===== config.mk =====
export PLATFORM = sky130hd
export DESIGN_NAME = fpp_flash_ctrl
export DESIGN_NICKNAME = d
export VERILOG_FILES = /design/src/hw/fpp_pkg.sv /design/src/hw/fpp_flash_ctrl.sv /design/src/hw/fpp_us_timer.sv /design/src/hw/fpp_prot_check.sv
export SDC_FILE = /design/constraint.sdc
export NUM_CORES = 2
export LEC_CHECK = 0
export BUFFER_PORTS_ARGS = -buffer_cell sky130_fd_sc_hd__buf_2
export CORE_UTILIZATION = 40
export CTS_CLUSTER_DIAMETER = 80
export CTS_CLUSTER_SIZE = 16
export DETAILED_ROUTE_END_ITERATION = 10
export GPL_TIMING_DRIVEN = 0
export SLEW_MARGIN = 15
export SYNTH_ARGS = -nofsm -noshare
export SYNTH_HDL_FRONTEND = slang
export SYNTH_SLANG_ARGS = --single-unit
export TNS_END_PERCENT = 10

===== constraint.sdc =====
create_clock -name mclk_i -period 7.2 [get_ports mclk_i]
set_input_delay 1.44 -clock mclk_i [delete_from_list [all_inputs] [get_ports mclk_i]]
set_output_delay 1.44 -clock mclk_i [all_outputs]
set_load 0.05 [all_outputs]

===== src/hw/fpp_pkg.sv =====
// constants, types and helpers shared by the flash program/protect controller
package fpp_pkg;

  localparam int CLK_MHZ = 250;
  localparam logic [7:0] RELOAD_DFLT = 8'(CLK_MHZ - 1);

  localparam logic [15:0] FLASH_KEY = 16'ha442;
  localparam int KEY_LSB    = 16;
  localparam int OPS        = 4;
  localparam int OP_WRITE   = 0;
  localparam int OP_ERASE   = 1;
  localparam int OP_MASS    = 2;
  localparam int OP_COMMIT  = 3;

  localparam int WORD_LSB   = 2;
  localparam int PAGE_LSB   = 10;
  localparam int REGION_LSB = 11;
  localparam int REGION_W   = 7;
  localparam int BANKS      = 4;
  localparam int BANK_W     = 32;
  localparam int REGIONS_DFLT = 48;
  localparam int NW_BIT     = 31;
  localparam logic [31:0] NW_MASK      = 32'h80000000;
  localparam logic [31:0] USER_FACTORY = 32'h9fffffff;
  localparam logic [31:0] DBG_FACTORY  = 32'hfffffffe;

  localparam logic [BANKS-1:0][31:0] CA_RE =
    {32'h00000008, 32'h00000004, 32'h00000002, 32'h00000000};
  localparam logic [BANKS-1:0][31:0] CA_PE =
    {32'h00000007, 32'h00000005, 32'h00000003, 32'h00000001};
  localparam logic [1:0][31:0] CA_USER = {32'h80000001, 32'h80000000};
  localparam logic [31:0] CA_DBG = 32'h75100000;

  localparam int US_W          = 18;
  localparam int PROG_US       = 50;
  localparam int PAGE_ERASE_US = 25000;
  localparam int MASS_ERASE_US = 250000;
  localparam int COMMIT_US     = 50;

  typedef logic [BANKS-1:0][BANK_W-1:0] fpp_bank_type;

  typedef enum logic [2:0] {
    ST_IDLE   = 3'h0,
    ST_RDOLD  = 3'h1,
    ST_CAPT   = 3'h3,
    ST_PROG   = 3'h2,
    ST_ERASE  = 3'h6,
    ST_MASS   = 3'h7,
    ST_COMMIT = 3'h5
  } fpp_state_type;

  typedef struct packed {
    logic        we;
    logic [31:0] data;
  } fpp_wr_type;

  typedef struct packed {
    logic        we;
    logic [2:0]  sel;
    logic [31:0] data;
  } fpp_sel_wr_type;

  typedef struct packed {
    logic        req;
    logic        fetch;
    logic [31:0] addr;
  } fpp_rd_req_type;

  typedef struct packed {
    logic        rd;
    logic        prog;
    logic        erase;
    logic        mass;
    logic [31:0] addr;
    logic [31:0] wdata;
  } fpp_arr_req_type;

  typedef struct packed {
    logic [7:0]      presc;
    logic [US_W-1:0] remain;
    logic            run;
    logic            done;
  } fpp_tmr_type;

  function automatic logic [REGION_W-1:0] fpp_region(input logic [31:0] a);
    return a[REGION_LSB +: REGION_W];
  endfunction

  function automatic fpp_bank_type fpp_impl(input int regions);
    fpp_bank_type m;
    m = '0;
    for (int i = 0; i < BANKS * BANK_W; i++) begin
      if (i < regions) begin
        m[i / BANK_W][i % BANK_W] = 1'b1;
      end
    end
    return m;
  endfunction

endpackage


===== src/hw/fpp_flash_ctrl.sv =====
// flash sequencer with protection and nonvolatile commit
`timescale 1ns/10ps
// Summary of operation
// - page erase sets whole 1-KB page to ones
// - programming only clears bits already one
// - protection per 2-KB region of page pairs
// - timing ticks from reload value, MHz minus one
// - reload resets to default for top clock
// - program-enable zero refuses program and erase
// - read-enable zero allows only instruction fetches
// - refused change suppressed, fault raised if masked
// - blocked data read returns all zeros
// - factory protection bits all one when implemented
// - volatile protection changes revert at reset
// - mass erase clears array, bit busy meanwhile
// - nonvolatile words untouched by any erase
// - commit saves address-selected register, bit busy
// - debug word commits from data register
// - committed bits only move from one to zero
// - user and debug words commit only once
// - commit register chosen by fixed address values
// - operation bit reads one until completion
module fpp_flash_ctrl #(
  parameter int REGIONS       = fpp_pkg::REGIONS_DFLT,
  parameter int PAGE_ERASE_US = fpp_pkg::PAGE_ERASE_US,
  parameter int MASS_ERASE_US = fpp_pkg::MASS_ERASE_US
) (
  input  wire logic                     mclk_i,
  input  wire logic                     sys_rst_i,
  input  wire logic                     nv_init_i,
  input  wire fpp_pkg::fpp_wr_type      addr_wr_i,
  input  wire fpp_pkg::fpp_wr_type      data_wr_i,
  input  wire fpp_pkg::fpp_wr_type      ctrl_wr_i,
  input  wire fpp_pkg::fpp_wr_type      usec_wr_i,
  input  wire fpp_pkg::fpp_sel_wr_type  prot_wr_i,
  input  wire fpp_pkg::fpp_sel_wr_type  user_wr_i,
  input  wire logic                     access_fault_mask_i,
  input  wire fpp_pkg::fpp_rd_req_type  rd_req_i,
  input  wire logic [31:0]              arr_rdata_i,
  output logic [31:0]                   addr_rdata_o,
  output logic [31:0]                   data_rdata_o,
  output logic [31:0]                   ctrl_rdata_o,
  output logic [7:0]                    usec_rdata_o,
  output fpp_pkg::fpp_bank_type         read_enable_bits_o,
  output fpp_pkg::fpp_bank_type         program_enable_bits_o,
  output logic [1:0][31:0]              user_words_o,
  output logic [31:0]                   debug_config_word_o,
  output logic                          busy_o,
  output logic                          prog_fault_o,
  output logic                          access_fault_o,
  output logic                          read_fault_o,
  output logic                          rd_ready_o,
  output logic                          rd_valid_o,
  output logic [31:0]                   rd_data_o,
  output fpp_pkg::fpp_arr_req_type      arr_req_o
);
  import fpp_pkg::*;

  localparam fpp_bank_type IMPL = fpp_impl(REGIONS);

  typedef struct packed {
    fpp_state_type    st;
    logic [31:0]      addr;
    logic [31:0]      data;
    logic [31:0]      old;
    logic [7:0]       reload;
    logic [OPS-1:0]   op;
    fpp_bank_type     re;
    fpp_bank_type     pe;
    logic [1:0][31:0] user;
    fpp_bank_type     nv_re;
    fpp_bank_type     nv_pe;
    logic [1:0][31:0] nv_user;
    logic [31:0]      nv_dbg;
    logic             rd_p1;
    logic             rd_blk1;
    logic             rd_valid;
    logic [31:0]      rd_data;
    logic             tstart;
    logic [US_W-1:0]  dur;
    logic             pfault;
    logic             afault;
    logic             rfault;
  } fpp_main_type;

  fpp_main_type s_r;
  fpp_main_type s_nxt;
  logic         rd_take;
  logic         rd_re_ok;
  logic         op_pe_ok;
  logic         key_ok;
  logic         all_pe_ok;
  logic         t_done;

  fpp_prot_check u_prot (
    .re_i       (s_r.re),
    .pe_i       (s_r.pe),
    .rd_addr_i  (rd_req_i.addr),
    .op_addr_i  (s_r.addr),
    .rd_re_ok_o (rd_re_ok),
    .op_pe_ok_o (op_pe_ok)
  );

  fpp_us_timer u_tmr (
    .mclk_i    (mclk_i),
    .sys_rst_i (sys_rst_i),
    .reload_i  (s_r.reload),
    .start_i   (s_r.tstart),
    .dur_i     (s_r.dur),
    .done_o    (t_done)
  );

  // array is single-ported, so reads wait while it programs or erases
  assign rd_ready_o = (s_r.st == ST_IDLE) || (s_r.st == ST_COMMIT);
  assign rd_take = rd_req_i.req && rd_ready_o;
  assign key_ok = ctrl_wr_i.we &&
                  (ctrl_wr_i.data[KEY_LSB +: 16] == FLASH_KEY);
  assign all_pe_ok = &(s_r.pe | ~IMPL);

  always_comb begin
    logic cm_hit;
    cm_hit = 1'b0;
    s_nxt = s_r;
    s_nxt.tstart = 1'b0;
    s_nxt.pfault = 1'b0;
    s_nxt.afault = 1'b0;
    s_nxt.rfault = 1'b0;
    s_nxt.rd_valid = s_r.rd_p1;
    s_nxt.rd_p1 = rd_take;
    s_nxt.rd_blk1 = rd_take && !rd_req_i.fetch && !rd_re_ok;
    if (s_r.rd_p1) begin
      s_nxt.rd_data = s_r.rd_blk1 ? 32'h00000000 : arr_rdata_i;
      s_nxt.rfault = s_r.rd_blk1;
    end
    if (addr_wr_i.we) begin
      s_nxt.addr = addr_wr_i.data;
    end
    if (data_wr_i.we) begin
      s_nxt.data = data_wr_i.data;
    end
    if (usec_wr_i.we) begin
      s_nxt.reload = usec_wr_i.data[7:0];
    end
    // volatile copies can only drop below what is committed
    if (prot_wr_i.we) begin
      if (prot_wr_i.sel[2]) begin
        s_nxt.pe[prot_wr_i.sel[1:0]] =
          prot_wr_i.data & s_r.nv_pe[prot_wr_i.sel[1:0]];
      end else begin
        s_nxt.re[prot_wr_i.sel[1:0]] =
          prot_wr_i.data & s_r.nv_re[prot_wr_i.sel[1:0]];
      end
    end
    if (user_wr_i.we) begin
      s_nxt.user[user_wr_i.sel[0]] =
        user_wr_i.data & s_r.nv_user[user_wr_i.sel[0]];
    end
    case (s_r.st)
      ST_IDLE: begin
        // control writes during a busy phase are dropped
        if (key_ok) begin
          if (ctrl_wr_i.data[OP_WRITE]) begin
            if (op_pe_ok) begin
              s_nxt.st = ST_RDOLD;
              s_nxt.op[OP_WRITE] = 1'b1;
            end else begin
              s_nxt.pfault = 1'b1;
              s_nxt.afault = access_fault_mask_i;
            end
          end else if (ctrl_wr_i.data[OP_ERASE]) begin
            if (op_pe_ok) begin
              s_nxt.st = ST_ERASE;
              s_nxt.op[OP_ERASE] = 1'b1;
              s_nxt.tstart = 1'b1;
              s_nxt.dur = US_W'(PAGE_ERASE_US);
            end else begin
              s_nxt.pfault = 1'b1;
              s_nxt.afault = access_fault_mask_i;
            end
          end else if (ctrl_wr_i.data[OP_MASS]) begin
            // any locked region blocks the whole mass erase
            if (all_pe_ok) begin
              s_nxt.st = ST_MASS;
              s_nxt.op[OP_MASS] = 1'b1;
              s_nxt.tstart = 1'b1;
              s_nxt.dur = US_W'(MASS_ERASE_US);
            end else begin
              s_nxt.pfault = 1'b1;
              s_nxt.afault = access_fault_mask_i;
            end
          end else if (ctrl_wr_i.data[OP_COMMIT]) begin
            for (int i = 0; i < BANKS; i++) begin
              if (s_r.addr == CA_RE[i]) begin
                cm_hit = 1'b1;
                s_nxt.nv_re[i] = s_r.nv_re[i] & s_r.re[i];
              end
              if (s_r.addr == CA_PE[i]) begin
                cm_hit = 1'b1;
                s_nxt.nv_pe[i] = s_r.nv_pe[i] & s_r.pe[i];
              end
            end
            for (int i = 0; i < 2; i++) begin
              if (s_r.addr == CA_USER[i] &&
                  s_r.nv_user[i][NW_BIT]) begin
                cm_hit = 1'b1;
                s_nxt.nv_user[i] =
                  s_r.nv_user[i] & s_r.user[i] & ~NW_MASK;
              end
            end
            if (s_r.addr == CA_DBG && s_r.nv_dbg[NW_BIT]) begin
              cm_hit = 1'b1;
              s_nxt.nv_dbg = s_r.nv_dbg & s_r.data & ~NW_MASK;
            end
            if (cm_hit) begin
              s_nxt.st = ST_COMMIT;
              s_nxt.op[OP_COMMIT] = 1'b1;
              s_nxt.tstart = 1'b1;
              s_nxt.dur = US_W'(COMMIT_US);
            end
          end
        end
      end
      ST_RDOLD: begin
        s_nxt.st = ST_CAPT;
      end
      ST_CAPT: begin
        s_nxt.old = arr_rdata_i;
        s_nxt.st = ST_PROG;
        s_nxt.tstart = 1'b1;
        s_nxt.dur = US_W'(PROG_US);
      end
      ST_PROG, ST_ERASE, ST_MASS, ST_COMMIT: begin
        if (t_done) begin
          s_nxt.st = ST_IDLE;
          s_nxt.op = '0;
        end
      end
      default: begin
        s_nxt.st = ST_IDLE;
      end
    endcase
    if (sys_rst_i) begin
      s_nxt = '0;
      s_nxt.st = ST_IDLE;
      s_nxt.reload = RELOAD_DFLT;
      s_nxt.nv_re = s_r.nv_re;
      s_nxt.nv_pe = s_r.nv_pe;
      s_nxt.nv_user = s_r.nv_user;
      s_nxt.nv_dbg = s_r.nv_dbg;
      if (nv_init_i) begin
        s_nxt.nv_re = IMPL;
        s_nxt.nv_pe = IMPL;
        s_nxt.nv_user = {USER_FACTORY, USER_FACTORY};
        s_nxt.nv_dbg = DBG_FACTORY;
      end
      s_nxt.re = s_nxt.nv_re;
      s_nxt.pe = s_nxt.nv_pe;
      s_nxt.user = s_nxt.nv_user;
    end
  end

  always_ff @(posedge mclk_i) begin
    s_r <= s_nxt;
  end

  // nonvolatile words live here, never on the array erase path
  always_comb begin
    arr_req_o = '0;
    arr_req_o.rd = rd_take || (s_r.st == ST_RDOLD);
    arr_req_o.prog = (s_r.st == ST_PROG);
    arr_req_o.erase = (s_r.st == ST_ERASE);
    arr_req_o.mass = (s_r.st == ST_MASS);
    arr_req_o.addr = {s_r.addr[31:WORD_LSB], WORD_LSB'(0)};
    arr_req_o.wdata = s_r.old & s_r.data;
    if (rd_take) begin
      arr_req_o.addr = {rd_req_i.addr[31:WORD_LSB], WORD_LSB'(0)};
    end
    if (s_r.st == ST_ERASE) begin
      arr_req_o.addr = {s_r.addr[31:PAGE_LSB], PAGE_LSB'(0)};
      arr_req_o.wdata = '1;
    end
    if (s_r.st == ST_MASS) begin
      arr_req_o.wdata = '1;
    end
  end

  assign addr_rdata_o = s_r.addr;
  assign data_rdata_o = s_r.data;
  assign ctrl_rdata_o = 32'(s_r.op);
  assign usec_rdata_o = s_r.reload;
  assign read_enable_bits_o = s_r.re;
  assign program_enable_bits_o = s_r.pe;
  assign user_words_o = s_r.user;
  assign debug_config_word_o = s_r.nv_dbg;
  assign busy_o = (s_r.st != ST_IDLE);
  assign prog_fault_o = s_r.pfault;
  assign access_fault_o = s_r.afault;
  assign read_fault_o = s_r.rfault;
  assign rd_valid_o = s_r.rd_valid;
  assign rd_data_o = s_r.rd_data;

  a_erase_ones: assert property (@(posedge mclk_i) disable iff (sys_rst_i)
    arr_req_o.erase |-> (arr_req_o.wdata == '1 &&
                         arr_req_o.addr[PAGE_LSB-1:0] == '0))
    else $error("page erase not all ones or not page aligned");

  a_prog_clears: assert property (@(posedge mclk_i) disable iff (sys_rst_i)
    arr_req_o.prog |-> ((arr_req_o.wdata & ~s_r.old) == '0))
    else $error("program would set a zero bit");

  a_pe_refuse: assert property (@(posedge mclk_i) disable iff (sys_rst_i)
    (s_r.st == ST_IDLE && key_ok && ctrl_wr_i.data[OP_WRITE] && !op_pe_ok)
    |=> (s_r.st == ST_IDLE && prog_fault_o) [*1] ##1 (s_r.st == ST_IDLE))
    else $error("program of protected region not refused");

  a_fault_mask: assert property (@(posedge mclk_i) disable iff (sys_rst_i)
    prog_fault_o |-> (access_fault_o == $past(access_fault_mask_i)))
    else $error("access fault not gated by its mask");

  a_read_zero: assert property (@(posedge mclk_i) disable iff (sys_rst_i)
    read_fault_o |-> (rd_valid_o && rd_data_o == 32'h00000000))
    else $error("blocked read returned data");

  a_fetch_pass: assert property (@(posedge mclk_i) disable iff (sys_rst_i)
    (rd_take && rd_req_i.fetch) |-> ##2 (rd_valid_o && !read_fault_o))
    else $error("instruction fetch was blocked");

  a_nv_down: assert property (@(posedge mclk_i) disable iff (sys_rst_i)
    !nv_init_i |=> (((s_r.nv_pe & ~$past(s_r.nv_pe)) == '0) &&
                    ((s_r.nv_re & ~$past(s_r.nv_re)) == '0) &&
                    ((s_r.nv_user & ~$past(s_r.nv_user)) == '0) &&
                    ((s_r.nv_dbg & ~$past(s_r.nv_dbg)) == '0)))
    else $error("committed bit returned to one");

  a_commit_once: assert property (@(posedge mclk_i) disable iff (sys_rst_i)
    (s_r.st == ST_IDLE && key_ok && ctrl_wr_i.data[OP_COMMIT] &&
     ctrl_wr_i.data[OP_MASS:0] == '0 && s_r.addr == CA_USER[0] &&
     !s_r.nv_user[0][NW_BIT])
    |=> (s_r.st == ST_IDLE && $stable(s_r.nv_user[0])))
    else $error("user word committed twice");

  a_busy_bit: assert property (@(posedge mclk_i) disable iff (sys_rst_i)
    (s_r.st == ST_IDLE) == (ctrl_rdata_o[OPS-1:0] == '0))
    else $error("operation bit disagrees with progress");

  a_bad_key: assert property (@(posedge mclk_i) disable iff (sys_rst_i)
    (ctrl_wr_i.we && ctrl_wr_i.data[KEY_LSB +: 16] != FLASH_KEY &&
     s_r.st == ST_IDLE) |=> (s_r.st == ST_IDLE && !prog_fault_o))
    else $error("write with wrong key had an effect");

  a_reload_dflt: assert property (@(posedge mclk_i)
    ($past(sys_rst_i) && !sys_rst_i) |-> (usec_rdata_o == RELOAD_DFLT))
    else $error("reload value wrong after reset");

endmodule


===== src/hw/fpp_us_timer.sv =====
// microsecond prescaler and duration counter
`timescale 1ns/10ps
module fpp_us_timer (
  input  wire logic                    mclk_i,
  input  wire logic                    sys_rst_i,
  input  wire logic [7:0]              reload_i,
  input  wire logic                    start_i,
  input  wire logic [fpp_pkg::US_W-1:0] dur_i,
  output logic                         done_o
);
  import fpp_pkg::*;

  fpp_tmr_type s_r;
  fpp_tmr_type s_nxt;
  logic        tick;
  logic [7:0]  gap_r;
  logic        seen_r;

  // one tick every reload+1 cycles, i.e. one microsecond
  assign tick = s_r.run && (s_r.presc == 8'h00);

  always_comb begin
    s_nxt = s_r;
    s_nxt.done = 1'b0;
    if (start_i) begin
      s_nxt.presc = reload_i;
      s_nxt.remain = dur_i;
      s_nxt.run = 1'b1;
    end else if (tick) begin
      s_nxt.presc = reload_i;
      if (s_r.remain <= US_W'(1)) begin
        s_nxt.run = 1'b0;
        s_nxt.done = 1'b1;
      end else begin
        s_nxt.remain = s_r.remain - US_W'(1);
      end
    end else if (s_r.run) begin
      s_nxt.presc = s_r.presc - 8'h01;
    end
    if (sys_rst_i) begin
      s_nxt = '0;
    end
  end

  always_ff @(posedge mclk_i) begin
    s_r <= s_nxt;
  end

  assign done_o = s_r.done;

  // cycle gap between ticks, watched only by the check below
  always_ff @(posedge mclk_i) begin
    if (sys_rst_i || start_i || !s_r.run) begin
      gap_r <= 8'h00;
      seen_r <= 1'b0;
    end else if (tick) begin
      gap_r <= 8'h00;
      seen_r <= 1'b1;
    end else begin
      gap_r <= gap_r + 8'h01;
    end
  end

  a_tick_gap: assert property (@(posedge mclk_i) disable iff (sys_rst_i)
    (tick && seen_r && $stable(reload_i)) |-> (gap_r == reload_i))
    else $error("tick spacing differs from reload value");

endmodule


===== src/hw/fpp_prot_check.sv =====
// region lookup of read-enable and program-enable bits
`timescale 1ns/10ps
module fpp_prot_check (
  input  wire fpp_pkg::fpp_bank_type re_i,
  input  wire fpp_pkg::fpp_bank_type pe_i,
  input  wire logic [31:0]           rd_addr_i,
  input  wire logic [31:0]           op_addr_i,
  output logic                       rd_re_ok_o,
  output logic                       op_pe_ok_o
);
  import fpp_pkg::*;

  logic [REGION_W-1:0] rd_reg;
  logic [REGION_W-1:0] op_reg;

  // two 1-KB pages share one region, so the page bit is dropped
  assign rd_reg = fpp_region(rd_addr_i);
  assign op_reg = fpp_region(op_addr_i);
  assign rd_re_ok_o = re_i[rd_reg[REGION_W-1:5]][rd_reg[4:0]];
  assign op_pe_ok_o = pe_i[op_reg[REGION_W-1:5]][op_reg[4:0]];

endmodule


---- Yosys cells after proc, flatten, opt, wreduce, memory -nomap -nowiden ----
Index checks and enable logic that the tools add are counted.
operators by class
  add/subtract/negate cells ............... 2
  order comparisons ....................... 9
  eq/ne operators ......................... 43
  muxes and demuxes ....................... 111
  bitwise gates (word level) .............. 19
  reduce and logical (&&, ||, !) cells .... 66
operators by type and width
  cell                                                              count
  352-bit two-way mux                                               7
  32-bit two-way mux                                                23
  729-bit two-way mux                                               1
  32-bit AND                                                        12
  32-bit binary-select mux with 2-bit select                        4
  128-bit bitwise mux                                               2
  128-bit two-way mux                                               2
  256-bit two-way mux                                               1
  64-bit two-way mux                                                2
  19-bit two-way mux                                                6
  32-bit by 3-bit == test with 1-bit output, second input constant  3
  31-bit AND                                                        3
  7-bit AND reduction                                               13
  64-bit bitwise mux                                                1
  32-bit demux with 2-bit select                                    1
  32-bit by 2-bit == test with 1-bit output, second input constant  2
  32-bit == test, second input constant                             2
  48-bit AND reduction                                              1
  21-bit two-way mux                                                2
  2-bit nonzero test                                                21
  19-bit case mux with 2 select lines                               1
  3-bit two-way mux                                                 11
  32-bit demux with 1-bit select                                    1
  32-bit by 1-bit == test with 1-bit output, second input constant  1
  46 further kinds                                                  127
storage, ports and cells
  flip-flop bits (word level) ............. 868
  bits of input ports ..................... 274
  output and inout port bits .............. 562
  word-level logic and storage cells ...... 293

---- Depth between registers and ports, before layout ----
  word-level depth ........................ 26
  depth in mapped cells ................... 10
  gate-level depth less buffers ........... 9

---- Modules after synthesis ----
A second synthesis with hierarchy kept.
unflattened totals
  cell total of the unflattened synthesis .. 4,145
  area total of the unflattened synthesis .. 44,391.3 sq um
by module, submodules not included
  module          times used  cells each  area each (sq um)
  fpp_flash_ctrl  1           3,735       40,346.2
  fpp_prot_check  1           175         2,252.2
  fpp_us_timer    1           235         1,793.0

---- Worst setup path after synthesis ----
OpenSTA, ideal clock, no wires.
  kind .................................... input-to-reg
  start point ............................. input port ctrl_wr_i[19] in the netlist's numbering
  end point ............................... register s_r[313] in the netlist's numbering (enable)
  library setup time ...................... 470 ps
  data arrival time ....................... 5,474 ps
  path slack .............................. 1,256 ps
  stages on the path ...................... 7
  buffers on the path ..................... 0
  cells stage by stage .................... nor4b_1 -> nand3b_1 -> nor3_1 -> nand2_1 -> nor4b_1 -> nand3_1 -> o31ai_1
between the ends
  cells in the longest elaborated chain, start to end .. 4
RTL lines
  element                               RTL line               text
  start, declared                       fpp_flash_ctrl.sv:33   input wire fpp_pkg::fpp_wr_type ctrl_wr_i,
  16-bit == test                        fpp_flash_ctrl.sv:117  (ctrl_wr_i.data[KEY_LSB +: 16] == FLASH_KEY);
  1-bit logical AND                     fpp_flash_ctrl.sv:116  assign key_ok = ctrl_wr_i.we &&
  2-bit nonzero test (no source line)   n/a
  7-bit AND reduction (no source line)  n/a
  end signal, assigned                  fpp_flash_ctrl.sv:263  s_r <= s_nxt;
  end, declared                         fpp_flash_ctrl.sv:86   fpp_main_type s_r;
No other way between the ends.
A chain may end at the register's enable or synchronous reset.

==> results.txt <==
* Result of the run: finished, final reports clean
- Clock-pin slew on the worst setup and hold paths: 0.08 ns
- The wire-length estimate of the detail-placed layout is 136000 um.
- The initial antenna violation count was 28.
* Leak: 21.3 nW
- In this run the cell area of the synthesized design comes to 43400 um2.
- Across the whole layout, storage elements account for 23900 um2.
- Highest Clock Rate: 169 MHz
- Hold buffers post-CTS: 0
* Commonest cells post-synth: 1019 x sky130_fd_sc_hd__nand2_1, 672 x sky130_fd_sc_hd__edfxtp_1, 492 x sky130_fd_sc_hd__buf_4
- Fin crit share: 82.1%
* Post-CTS Setup Bufs: 0
- Area growth, synth to finish: 19.3%
* Die Outline Area: 110000 um2
* Via count of the first global-routing pass: 33.6k
* Power after layout: 12.7 mW
* WP data required: 5.76 ns
- Count of distinct cell types in the synthesized netlist: 61
- Number of synthesis warnings: 0
- Number of gates resized after CTS: 0
* Average detailed-routed wire length per instance: 28.4 um
- Setup violations remaining at the end of the flow were counted as 0.
- In this run the mean area of a mapped cell was 10.7 um2.
- Global routing consumed, over all layers together, 32.1% of the routing resources.
- Pin placement for this block handled 836 I/O pins.
- Violation count after the first detailed-route iteration: 4741
- The clock reaches the later pin of the worst-skew pair after 0.67 ns.
* Number of search-and-repair iterations in the first detailed-routing pass: 6
- The cell count after synthesis came out at 4059.
* CTS sink cnt: 856
- # H-tree levels: 3
- Met2 demand-to-capacity share in global routing: 49.2%
- Entering global routing, the biggest net connects 33 pins.
* Height of the chip: 331 um
- Port bufs: 754
- Unrepaired setup endpoints after global routing: false
- For this design the total switching power over the nets is 4.35 mW.
- The clock period could shrink to 5.91 ns.
- Ranked by total cell area, the synthesized netlist is headed by sky130_fd_sc_hd__edfxtp_1 47%, sky130_fd_sc_hd__nand2_1 8.8%, sky130_fd_sc_hd__buf_4 8.5%.
- Sort of element at the end of the critical path: output port
- Die width: 331 um
* Slew @ Worst Pin: 1.32 ns
- DR vias/cell: 5.72
- The worst hold path belongs to the class reg -> reg.
- Deepest clock path buffer count: 3
- Final nets: 5218
- Number of placement rows: 120
- Cell type with the largest total area after synthesis: sky130_fd_sc_hd__edfxtp_1
* Most utilized layer in the global route result: met2
- Number of standard cells in the final layout excluding fillers: 6381
- First-pass GRT wire length: 253000 um
* Met1 capacity usage during global routing: 41.9%
- At the worst endpoint, the arrival time is 4.47 ns.
- Synthesis inferred 856 register bits.
* Max-cap violation count: 0
- The synthesized design contains 672 enable-type register cells.
- Effective utilization at floorplan: 40.4%
- Most frequent cell after synthesis: sky130_fd_sc_hd__nand2_1
- Crit start category: register
* Comb power frac: 23.9%
- Final Hold Viols: 0
* Worst IR Drop VDD: 0.167 mV
* Cell internal pwr: 8.34 mW
- Cell count after placement: 6276
- Worst-path maximum fanout: 10
- Met3 demand-to-capacity share in global routing: 8.82%
- Routed WL: 182000 um
- Share of async-settable or async-resettable flops after synthesis: 0%
- Once detail routing completed, the nets flagged for antenna violations numbered 0.
- Sequential elements use 55.0% of the synthesized area.
- The congestion estimate from routability-driven global placement came to 0.945.
- Critical path start-end classification: reg -> out
- Setup Skew: 0.0422 ns
* Final-layout fill cell count: 10.1k
* Worst rel slew slack: 12.3%
- Core area: 107000 um2
- Fraction of synthesized cell area taken by the top area cell type: 46.5%
* Inserted Clock Buffers: 66
- Sw Ratio: 34.3%
* Max-slew violations: 0
- In this run the power density over the cells is 245 nW/um2.
* Most common flop cell mapped by yosys: sky130_fd_sc_hd__edfxtp_1
- Of the cells placed in the final design, the portion with a size suffix greater than 1 is 32.0%.
- Count of unresolved DRC violations after routing: 0
- Vias after detailed routing: 36.5k
- Area of the multi-input gates: 15100 um2
- Sequential cells burn 47.5% of the power.
- TritonCTS clock tree: built
* Portion of total power attributed to the clock network: 28.6%
* Overflow after GRT: 0
- Clock tree synthesis selected as its root buffer the cell sky130_fd_sc_hd__clkbuf_16.
==> cell families (layout without fill, tap and decap cells) <==
| logic type | count (synthesis) | after routing | share of synthesized area [%] |
|---|---|---|---|
| AOI/OAI and AO/OA | 834 | 834 | 11.4 |
| xor gates and xnor gates | 8 | 8 | 0.161 |
| adders and majority gates | 3 | 3 | 0.0865 |
| buffers and inverters | 752 | 1629 | 10.9 |
| DFF | 856 | 856 | 55.0 |
| muxes | 223 | 223 | 9.13 |
| other | 1 | 43 | 0.00864 |
| and+or+nand+nor | 1382 | 1382 | 13.4 |
==> critical path: stages, from the launching register on <==
cell	delay, ns
sky130_fd_sc_hd__dfxtp_1	0.34
sky130_fd_sc_hd__clkbuf_1	0.34
sky130_fd_sc_hd__nand2_1	0.19
sky130_fd_sc_hd__a21oi_1	0.51
sky130_fd_sc_hd__and2_1	0.20
sky130_fd_sc_hd__clkbuf_1	0.27
sky130_fd_sc_hd__buf_1	0.99
sky130_fd_sc_hd__nand2_1	0.46
sky130_fd_sc_hd__nand2_1	0.17
sky130_fd_sc_hd__buf_2	0.33
==> area by class of cell <==
| cell class | instances | share of cell area [%] |
|---|---|---|
| antenna | 13 | 0.0628 |
| buffer | 726 | 8.94 |
| clock buffer | 80 | 3.35 |
| clock inverter | 12 | 0.259 |
| inverter | 26 | 0.189 |
| multi-input combinational | 2480 | 29.1 |
| sequential | 856 | 46.1 |
| tap | 1403 | 3.39 |
| timing repair buffer | 785 | 8.57 |
==> state kept, by name, summed over array words and instances, names as in the netlist <==
register,flops
read_enable_bits_o,128
read_fault_o,1
prog_fault_o,1
u_tmr.done_o,1
usec_rdata_o,8
addr_rdata_o,32
access_fault_o,1
u_tmr.s_r,27
data_rdata_o,32
rd_data_o,32
ctrl_rdata_o,4
debug_config_word_o,32
program_enable_bits_o,128
s_r,364
user_words_o,64
rd_valid_o,1
==> power groups by stage <==
stage	logic [mW]	registers, mW	clock network [mW]
floorplan	2.05	5.99	0
global placement	2.93	6.14	0
detailed placement	3.01	6.13	0
CTS	3.01	6.02	3.67
global route	3.16	6.06	3.81
finish	3.04	6.03	3.63
==> per-layer routing <==
layer,wire [um],vias to the layer above
li1,-,15700
met1,69800,17900
met2,81200,2506
met3,21300,416
met4,9040,18
met5,229,-
==> cells in the final DEF, fill, tap and decap left out, types with 6 or more instances in the layout <==
cell type	count
sky130_fd_sc_hd__a31o_2	35
sky130_fd_sc_hd__nor4b_1	6
sky130_fd_sc_hd__buf_12	10
sky130_fd_sc_hd__o21ai_0	454
sky130_fd_sc_hd__nand4_1	18
sky130_fd_sc_hd__diode_2	13
sky130_fd_sc_hd__dfxtp_1	184
sky130_fd_sc_hd__mux4_2	138
sky130_fd_sc_hd__nand2_1	1015
sky130_fd_sc_hd__nor3_1	29
sky130_fd_sc_hd__buf_1	22
sky130_fd_sc_hd__a21oi_1	102
sky130_fd_sc_hd__edfxtp_1	672
sky130_fd_sc_hd__nor4_1	11
sky130_fd_sc_hd__conb_1	30
sky130_fd_sc_hd__clkbuf_16	67
sky130_fd_sc_hd__nand2b_1	34
sky130_fd_sc_hd__clkbuf_1	203
sky130_fd_sc_hd__clkbuf_2	7
sky130_fd_sc_hd__nand3b_1	40
sky130_fd_sc_hd__nor2_1	126
sky130_fd_sc_hd__buf_6	6
sky130_fd_sc_hd__nand3_1	48
sky130_fd_sc_hd__a211oi_1	17
sky130_fd_sc_hd__buf_2	763
sky130_fd_sc_hd__buf_8	8
sky130_fd_sc_hd__inv_1	26
sky130_fd_sc_hd__a21boi_0	166
sky130_fd_sc_hd__or4_1	7
sky130_fd_sc_hd__buf_16	12
sky130_fd_sc_hd__nor2b_1	8
sky130_fd_sc_hd__or2_2	8
sky130_fd_sc_hd__buf_4	492
sky130_fd_sc_hd__mux2i_1	82
sky130_fd_sc_hd__o21ai_4	9
==> through the flow <==
stage / TNS, ns / util [%] / hold slack, ns / cell area, um2 / worst slack, ns
floorplan: 0 / - / 0.426 / 43500 / 1.26
global placement: -868.74 / 45.7 / 0.442 / 49000 / -3.31
detailed placement: 0 / 46.4 / 0.447 / 49900 / 0.922
CTS: 0 / 48.2 / 0.458 / 51700 / 1.39
global route: 0 / 48.2 / 0.477 / 51800 / 1.27
finish: 0 / 48.2 / 0.458 / 51800 / 1.29
==> worst paths after layout <==
path | start | depth (start not counted) | endpoint | slack (ns)
min | s_r[749] | 2 | s_r[749] | 0.46
max | s_r[839] | 9 | arr_req_o[45] | 1.29
max reg2reg | addr_rdata_o[11] | 9 | s_r[288] | 1.72
min reg2reg | s_r[749] | 2 | s_r[749] | 0.46
Power figures use the tool's default switching activity.
